[config.mk]
export PLATFORM = sky130hd
export DESIGN_NAME = timer_ch4_ch5_reg_a_pin_control
export DESIGN_NICKNAME = d
export VERILOG_FILES = /design/src/rtl/pin_ctl_pkg.sv /design/src/rtl/pin_sync.sv /design/src/rtl/timer_ch4_ch5_reg_a_pin_control.sv
export SDC_FILE = /design/constraint.sdc
export NUM_CORES = 1
export LEC_CHECK = 0
export BUFFER_PORTS_ARGS = -buffer_cell sky130_fd_sc_hd__buf_4
export CORE_UTILIZATION = 52
export DETAILED_ROUTE_END_ITERATION = 10
export PLACE_DENSITY = 0.84
export SLEW_MARGIN = 5
export SYNTH_ARGS = -nofsm -noshare
export SYNTH_HDL_FRONTEND = slang
export SYNTH_SLANG_ARGS = --single-unit
export TNS_END_PERCENT = 10
[constraint.sdc]
create_clock -name ref_clk -period 1.9 [get_ports ref_clk]
set_input_delay 0.095 -clock ref_clk [delete_from_list [all_inputs] [get_ports ref_clk]]
set_output_delay 0.095 -clock ref_clk [all_outputs]
set_load 0.02 [all_outputs]
[src/rtl/pin_ctl_pkg.sv]
/*
 * shared types and constants for the channel 4/5 register A pin control.
 * assumes a single ref_clk domain, synchronous active-low reset.
 */
package pin_ctl_pkg;

    // =========================================================
    // control field codes
    localparam logic [3:0] CTL_RESET = 4'h0;
    localparam logic [3:0] CTL_OFF_LO = 4'h0;
    localparam logic [3:0] CTL_OFF_HI = 4'h4;
    localparam int CTL_CAPTURE_BIT = 3;
    localparam int CTL_INIT_HI_BIT = 2;
    localparam int CTL_BOTH_BIT = 1;
    localparam int CTL_FALL_BIT = 0;
    localparam int COUNTER_WIDTH = 16;
    localparam int SYNC_STAGES = 3;
    localparam logic PIN_RESET = 1'b0;

    // =========================================================
    // per-channel event carrier
    typedef struct packed {
        logic compare_match;
        logic [COUNTER_WIDTH-1:0] counter;
    } timer_in_t;

    typedef struct packed {
        logic capture_strobe;
        logic [COUNTER_WIDTH-1:0] captured;
    } capture_out_t;

    typedef enum logic [1:0] {
        MODE_IDLE = 2'b00,
        MODE_COMPARE = 2'b01,
        MODE_CAPTURE = 2'b10
    } mode_t;

endpackage

[src/rtl/pin_sync.sv]
/*
 * three-flop input synchroniser with agree-on-two filter and edge pulses.
 * assumes the pin is asynchronous to ref_clk.
 */
`timescale 1ns/1ns
module pin_sync (
    input wire logic ref_clk,
    input wire logic rst_b,
    input wire logic pin_async,
    output logic level_q,
    output logic rise_q,
    output logic fall_q
);
    logic [2:0] sync_q;

    // =========================================================
    // sync chain; stage 0 feeds only stage 1
    always_ff @(posedge ref_clk)
    begin
        if (!rst_b)
            sync_q <= 3'h0;
        else
            sync_q <= {sync_q[1:0], pin_async};
    end

    // level moves only when stages 1 and 2 agree
    always_ff @(posedge ref_clk)
    begin
        if (!rst_b)
        begin
            level_q <= 1'b0;
            rise_q <= 1'b0;
            fall_q <= 1'b0;
        end
        else
        begin
            rise_q <= 1'b0;
            fall_q <= 1'b0;
            if (sync_q[1] == sync_q[2] && sync_q[2] != level_q)
            begin
                level_q <= sync_q[2];
                rise_q <= sync_q[2];
                fall_q <= !sync_q[2];
            end
        end
    end
endmodule

[src/rtl/timer_ch4_ch5_reg_a_pin_control.sv]
/*
 * register A pin control for timer channels 4 and 5, plus the buffer-mode
 * override on channel 3 register C. counter, compare match detection and
 * flags live outside; this block drives the pins and produces capture strobes.
 */
// Operation
// - codes 0001-0011 start the pin low then drive low, high or toggle on match.
// - codes 0101-0111 start the pin high then drive low, high or toggle on match.
// - a toggle code inverts the current pin level on every compare match outside the cycle of a code change.
// - code 1000 captures the counter on a rising edge of the channel's own pin.
// - code 1001 captures the counter on a falling edge of the channel's own pin.
// - bit 3 and bit 1 set captures the counter on both pin edges, unless bit 2 is also set on channel 4.
// - on channel 4, codes 11xx capture on channel 3 register A match or capture.
// - on channel 5, bit 2 is ignored when bit 3 is set, so the pin is the source.
// - with buffer mode on channel 3, register C's setting has no effect and no event.
`timescale 1ns/1ns
module timer_ch4_ch5_reg_a_pin_control (
    input wire logic ref_clk,
    input wire logic rst_b,
    input wire logic [3:0] ch4_ctl,
    input wire logic [3:0] ch5_ctl,
    input wire pin_ctl_pkg::timer_in_t ch4_timer,
    input wire pin_ctl_pkg::timer_in_t ch5_timer,
    input wire logic ch4_io_pin_a_in,
    input wire logic ch5_io_pin_a_in,
    input wire logic ch3_reg_a_event,
    input wire logic buffer_mode_a_select,
    input wire logic ch3_reg_c_event_raw,
    output logic ch4_io_pin_a_out,
    output logic ch4_io_pin_a_oe,
    output logic ch5_io_pin_a_out,
    output logic ch5_io_pin_a_oe,
    output pin_ctl_pkg::capture_out_t ch4_capture,
    output pin_ctl_pkg::capture_out_t ch5_capture,
    output logic ch3_reg_c_event
);
    logic [3:0] ch4_ctl_q;
    logic [3:0] ch5_ctl_q;
    logic ch4_rise;
    logic ch4_fall;
    logic ch5_rise;
    logic ch5_fall;
    logic ch4_trig;
    logic ch5_trig;

    // =========================================================
    // decode helpers
    function automatic logic drives_pin(input logic [3:0] c);
        drives_pin = !c[pin_ctl_pkg::CTL_CAPTURE_BIT] && (c[1:0] != 2'h0);
    endfunction

    function automatic logic next_level(input logic [3:0] c, input logic cur);
        case (c[1:0])
            2'h1: next_level = 1'b0;
            2'h2: next_level = 1'b1;
            2'h3: next_level = !cur;
            default: next_level = cur;
        endcase
    endfunction

    function automatic logic edge_hit(input logic [3:0] c, input logic r, input logic f);
        if (c[pin_ctl_pkg::CTL_BOTH_BIT])
            edge_hit = r || f;
        else if (c[pin_ctl_pkg::CTL_FALL_BIT])
            edge_hit = f;
        else
            edge_hit = r;
    endfunction

    // =========================================================
    // pin synchronisers
    pin_sync u_sync4 (
        .ref_clk(ref_clk),
        .rst_b(rst_b),
        .pin_async(ch4_io_pin_a_in),
        .level_q(),
        .rise_q(ch4_rise),
        .fall_q(ch4_fall)
    );

    pin_sync u_sync5 (
        .ref_clk(ref_clk),
        .rst_b(rst_b),
        .pin_async(ch5_io_pin_a_in),
        .level_q(),
        .rise_q(ch5_rise),
        .fall_q(ch5_fall)
    );

    // =========================================================
    // control field registers; a change of code re-applies the initial level
    always_ff @(posedge ref_clk)
    begin
        if (!rst_b)
        begin
            ch4_ctl_q <= pin_ctl_pkg::CTL_RESET;
            ch5_ctl_q <= pin_ctl_pkg::CTL_RESET;
        end
        else
        begin
            ch4_ctl_q <= ch4_ctl;
            ch5_ctl_q <= ch5_ctl;
        end
    end

    // =========================================================
    // compare outputs
    always_ff @(posedge ref_clk)
    begin
        if (!rst_b)
        begin
            ch4_io_pin_a_out <= pin_ctl_pkg::PIN_RESET;
            ch4_io_pin_a_oe <= 1'b0;
        end
        else
        begin
            ch4_io_pin_a_oe <= drives_pin(ch4_ctl);
            if (ch4_ctl != ch4_ctl_q)
                ch4_io_pin_a_out <= ch4_ctl[pin_ctl_pkg::CTL_INIT_HI_BIT];
            else if (drives_pin(ch4_ctl) && ch4_timer.compare_match)
                ch4_io_pin_a_out <= next_level(ch4_ctl, ch4_io_pin_a_out);
        end
    end

    always_ff @(posedge ref_clk)
    begin
        if (!rst_b)
        begin
            ch5_io_pin_a_out <= pin_ctl_pkg::PIN_RESET;
            ch5_io_pin_a_oe <= 1'b0;
        end
        else
        begin
            ch5_io_pin_a_oe <= drives_pin(ch5_ctl);
            if (ch5_ctl != ch5_ctl_q)
                ch5_io_pin_a_out <= ch5_ctl[pin_ctl_pkg::CTL_INIT_HI_BIT];
            else if (drives_pin(ch5_ctl) && ch5_timer.compare_match)
                ch5_io_pin_a_out <= next_level(ch5_ctl, ch5_io_pin_a_out);
        end
    end

    // =========================================================
    // capture triggers
    always_comb
    begin
        ch4_trig = 1'b0;
        if (ch4_ctl[3])
        begin
            if (ch4_ctl[2])
                ch4_trig = ch3_reg_a_event;
            else
                ch4_trig = edge_hit(ch4_ctl, ch4_rise, ch4_fall);
        end
        // bit 2 is not looked at on channel 5
        ch5_trig = ch5_ctl[3] && edge_hit(ch5_ctl, ch5_rise, ch5_fall);
    end

    always_ff @(posedge ref_clk)
    begin
        if (!rst_b)
        begin
            ch4_capture <= '0;
            ch5_capture <= '0;
        end
        else
        begin
            ch4_capture.capture_strobe <= ch4_trig;
            ch5_capture.capture_strobe <= ch5_trig;
            if (ch4_trig)
                ch4_capture.captured <= ch4_timer.counter;
            if (ch5_trig)
                ch5_capture.captured <= ch5_timer.counter;
        end
    end

    // =========================================================
    // channel 3 register C: buffer mode blocks its events
    always_ff @(posedge ref_clk)
    begin
        if (!rst_b)
            ch3_reg_c_event <= 1'b0;
        else
            ch3_reg_c_event <= ch3_reg_c_event_raw && !buffer_mode_a_select;
    end

    // =========================================================
    // checks
    chk_off_no_drive: assert property (@(posedge ref_clk) disable iff (!rst_b)
        (ch4_ctl == pin_ctl_pkg::CTL_OFF_HI || ch4_ctl == pin_ctl_pkg::CTL_OFF_LO)
        |=> !ch4_io_pin_a_oe)
        else $error("ch4 pin driven in off code");
    chk_init_level: assert property (@(posedge ref_clk) disable iff (!rst_b)
        (ch5_ctl != ch5_ctl_q) |=> (ch5_io_pin_a_out == $past(ch5_ctl[2])))
        else $error("ch5 initial level wrong");
    chk_match_high: assert property (@(posedge ref_clk) disable iff (!rst_b)
        (ch4_ctl == ch4_ctl_q && ch4_ctl[3:0] inside {4'h2, 4'h6} && ch4_timer.compare_match)
        |=> ch4_io_pin_a_out)
        else $error("ch4 not high after match");
    chk_toggle_flip: assert property (@(posedge ref_clk) disable iff (!rst_b)
        (ch5_ctl == ch5_ctl_q && !ch5_ctl[3] && ch5_ctl[1:0] == 2'h3 && ch5_timer.compare_match)
        |=> (ch5_io_pin_a_out != $past(ch5_io_pin_a_out)))
        else $error("ch5 toggle missed");
    chk_rise_cap: assert property (@(posedge ref_clk) disable iff (!rst_b)
        (ch5_ctl[3] && ch5_ctl[1:0] == 2'h0 && ch5_rise)
        |=> ch5_capture.capture_strobe && ch5_capture.captured == $past(ch5_timer.counter))
        else $error("ch5 rising capture missed");
    chk_fall_only: assert property (@(posedge ref_clk) disable iff (!rst_b)
        (ch4_ctl == 4'h9 && ch4_rise) |=> !ch4_capture.capture_strobe)
        else $error("ch4 captured on rise in falling mode");
    chk_both_edges: assert property (@(posedge ref_clk) disable iff (!rst_b)
        (ch4_ctl[3:1] == 3'h5 && ch4_fall) |=> ch4_capture.capture_strobe)
        else $error("ch4 both-edge capture missed");
    chk_ch3_trigger: assert property (@(posedge ref_clk) disable iff (!rst_b)
        (ch4_ctl[3:2] == 2'h3) |=> (ch4_capture.capture_strobe == $past(ch3_reg_a_event)))
        else $error("ch4 internal trigger mismatch");
    chk_ch5_pin_src: assert property (@(posedge ref_clk) disable iff (!rst_b)
        (ch5_ctl[3:2] == 2'h3 && !ch5_rise && !ch5_fall) |=> !ch5_capture.capture_strobe)
        else $error("ch5 captured without pin edge");
    chk_buffer_block: assert property (@(posedge ref_clk) disable iff (!rst_b)
        buffer_mode_a_select |=> !ch3_reg_c_event)
        else $error("reg c event in buffer mode");

    cov_toggle: cover property (@(posedge ref_clk) disable iff (!rst_b)
        ch4_io_pin_a_oe && $changed(ch4_io_pin_a_out));
    cov_pin_cap: cover property (@(posedge ref_clk) disable iff (!rst_b)
        ch5_capture.capture_strobe);
    cov_int_cap: cover property (@(posedge ref_clk) disable iff (!rst_b)
        ch4_ctl[3:2] == 2'h3 ##1 ch4_capture.capture_strobe);
endmodule

==> results.tsv <==
stage	metric	value	unit
outcome	status	completed	
sta	unrepaired setup endpoints after global routing	false	
clock_tree	clock buffer count from CTS	9	
worst_setup_path	Buf/Inv on CP	2	
sta	Final period util	75.1	%
sta	Rel. slew slack	70.7	%
final_layout	commonest non-fill, non-tap cell in the layout	buf_4	
detailed_routing	WL/cell	12.6	um
power	Pwr Density	741	mW/mm^2
sta	Worst-Margin Slew	0.435	ns
sta	Hold Fails Final Rpt	0	
sta	Fmax	700	MHz
yosys	register area share after synthesis	51.5	%
global_routing	vias in the first global route	1768	
clock_tree	TritonCTS clock tree	done	
sta	fin. max-slew vios	0	
floorplan	Die Y	68.4	um
clock_tree	CTS Root Cell	clkbuf_8	
detailed_routing	DR vias/cell	4.97	
worst_setup_path	critical path peak fanout	5	
detailed_routing	drt first-iter violations	59	
placed_design	I/O Buffers	87	
floorplan	Die Footprint	0.00468	sq mm
worst_setup_path	CP endpoint kind	flip-flop	
yosys	synthesis warning total	0	
job	max cap viols	0	
final_layout	fill cell count	278	
global_routing	largest net degree at the start of global routing	52	
power	peak supply drop	0.634	mV
detailed_routing	Detailed Route WL	4960	um
yosys	number of synthesized register bits	59	
placed_design	pre-CTS WS	0.505	ns
sta	Worst Skew	0.00696	ns
sta	final setup violation count	0	
worst_setup_path	startpoint class of the critical path	input port	
detailed_routing	DRC violations left	0	
worst_setup_path	CP peak stage delay	0.53	ns
placed_design	Detail Placement HPWL	3110	um
clock_tree	Reg clk slew, reported paths	0.06	ns
worst_setup_path	crit path kind	input port to flip-flop	
worst_setup_path	Slowest cell on crit path	dlygate4sd3_1	
final_layout	layout cell share with drive strength beyond 1	30.7	%
worst_setup_path	WP data arrival	1.69	ns
yosys	post-synthesis cell count	230	
floorplan	Initial Utilization	55.7	%
worst_setup_path	CP top delay family	buffers and inverters	
yosys	synthesized netlist net count	285	
final_layout	Ant. Diodes	0	
power	Total Power	2.46	mW
global_routing	GRT Overall Usage	23.0	%
final_layout	Area Growth Syn to Fin	44.5	%
detailed_routing	drt first pass iters	6	
global_routing	global route overflow	0	
clock_tree	Clk Latency, worst-skew pair	0.33	ns
clock_tree	Num Clock Sinks	59	
worst_hold_path	Hold/Removal Path Class	input port to flip-flop	
global_routing	initial antenna violation count	0	
power	Leak	1.42	nW
final_layout	most frequent cells in the layout	buf_4, dfxtp_1, dlygate4sd3_1, o21ai_0, nand2_1	
yosys	Distinct cells, synth	31	
global_routing	global-route wire length before repair	7540	um
worst_setup_path	critical-path cell list	dlygate4sd3_1, buf_4, xor2_1, nor4_1, o21ai_0, a31oi_1	
detailed_routing	DRT antenna net count	0	
placed_design	Placer Congestion	0.700	
sta	minimum clock period after layout	1.43	ns
yosys	mean area per synthesized cell	9.97	sq um
floorplan	Rows	23	
clock_tree	clock buffer depth	2	
floorplan	Boundary Pins	88	
sta	worst hold margin	0.0189	ns
floorplan	Die W	68.4	um
worst_setup_path	Crit path required time	2.16	ns
sta	TNS Setup	0	ns
yosys	Mapped Area	0.00229	sq mm
detailed_routing	Via Count	1949	
floorplan	core area	0.00412	sq mm
final_layout	Nets	396	
clock_tree	# H-tree levels	3	
sta	post-route setup slack	0.472	ns
tightest hold or removal path, delay by kind of cell:
| family | cells | cell delay, ns |
|---|---|---|
| buffers and inverters | 1 | 0.08 |
| AND/OR/NAND/NOR | 1 | 0.09 |
| multiplexers | 1 | 0.05 |
state kept, by name (all words and copies together), names as in the netlist, 3 cells and up:
signal and cells:
ch5_ctl_q 4, ch5_capture 17, ch4_capture 17, u_sync5.sync_q 3
u_sync4.sync_q 3, ch4_ctl_q 4
power breakdown:
part / internal (mW) / switching [mW] / total (mW)
Clock: 0.441 / 0.422 / 0.863
Combinational: 0.167 / 0.133 / 0.300
Sequential: 1.27 / 0.0178 / 1.29
cells in the mapped netlist:
library cell / instances / area, sq um
o21ai_0: 21 / 105
mux2i_1: 18 / 180
a2111oi_4: 1 / 27.5
o31ai_1: 1 / 7.51
nor4_1: 2 / 12.5
nor3b_1: 2 / 15.0
and3b_1: 3 / 26.3
buf_6: 2 / 22.5
nand2_1: 20 / 75.1
a31oi_1: 3 / 18.8
clkbuf_2: 1 / 5.00
and2_2: 2 / 15.0
and2_1: 14 / 87.6
buf_8: 1 / 15.0
a21boi_0: 2 / 15.0
a21oi_1: 2 / 10.0
a21oi_4: 1 / 16.3
buf_2: 1 / 5.00
nor2_1: 6 / 22.5
a41o_1: 1 / 10.0
clkbuf_1: 7 / 26.3
o21ai_1: 1 / 5.00
xor2_1: 8 / 70.1
a31o_2: 1 / 8.76
nand3_1: 17 / 85.1
nor3_1: 3 / 15.0
ha_1: 6 / 75.1
dfxtp_1: 59 / 1180
inv_1: 6 / 22.5
nor2b_1: 17 / 106
nand4_1: 1 / 6.26
final timing paths:
path,from,to,slack (ns),cells after the start
setup / recovery,ch5_ctl[3],ch5_io_pin_a_out,0.47,6
hold reg to reg,u_sync4.sync_q[0],u_sync4.sync_q[1],0.44,1
hold / removal,ch5_timer[4],ch5_capture[4],0.02,3
setup reg to reg,u_sync4.fall_q,ch4_capture[15],0.54,5
cell families after synthesis:
logic type / synth area share [%]
compound gates: 9.77
xor+xnor: 3.06
fa+ha+maj: 3.27
buf+inv: 4.20
flops: 51.5
mux: 7.86
simple gates: 20.3
through the flow:
stage | util (%) | instance area, sq um | cells
6_report | 80.5 | 3310 | 392
5_1_grt | 80.5 | 3310 | 392
4_1_cts | 80.5 | 3310 | 392
3_5_place_dp | 71.9 | 2960 | 358
3_3_place_gp | 71.9 | 2960 | 358
2_1_floorplan | - | 2290 | 230
timing repair:
| action | 4_1_cts | 5_1_grt |
|---|---|---|
| gates resized for setup | 0 | 0 |
| endpoints found under the hold margin | 22 | 0 |
| setup buffers | 0 | 0 |
| hold buffers | 22 | 0 |
area by class of cell:
| cell class | count | area [sq um] | area share [%] |
|---|---|---|---|
| inverters | 6 | 22.5 | 0.680 |
| flip-flops and latches | 59 | 1180 | 35.6 |
| well taps | 50 | 62.6 | 1.89 |
| repair buffers | 112 | 896 | 27.0 |
| clock inverters | 1 | 5.00 | 0.151 |
| multi-input cells | 153 | 1020 | 30.7 |
| clock buffers | 11 | 131 | 3.96 |
routing by layer:
| layer | vias up | share of wire [%] | track usage, % | wire [um] |
|---|---|---|---|---|
| met4 | 0 | 1.2 | 8.59 | 60 |
| met1 | 889 | 39 | 22.6 | 1950 |
| met2 | 62 | 52 | 40.9 | 2590 |
| li1 | 990 | - | - | - |
| met3 | 8 | 7.3 | 11.5 | 360 |
| met5 | - | 0 | 0 | 0 |
Power figures use the tool's default switching activity.
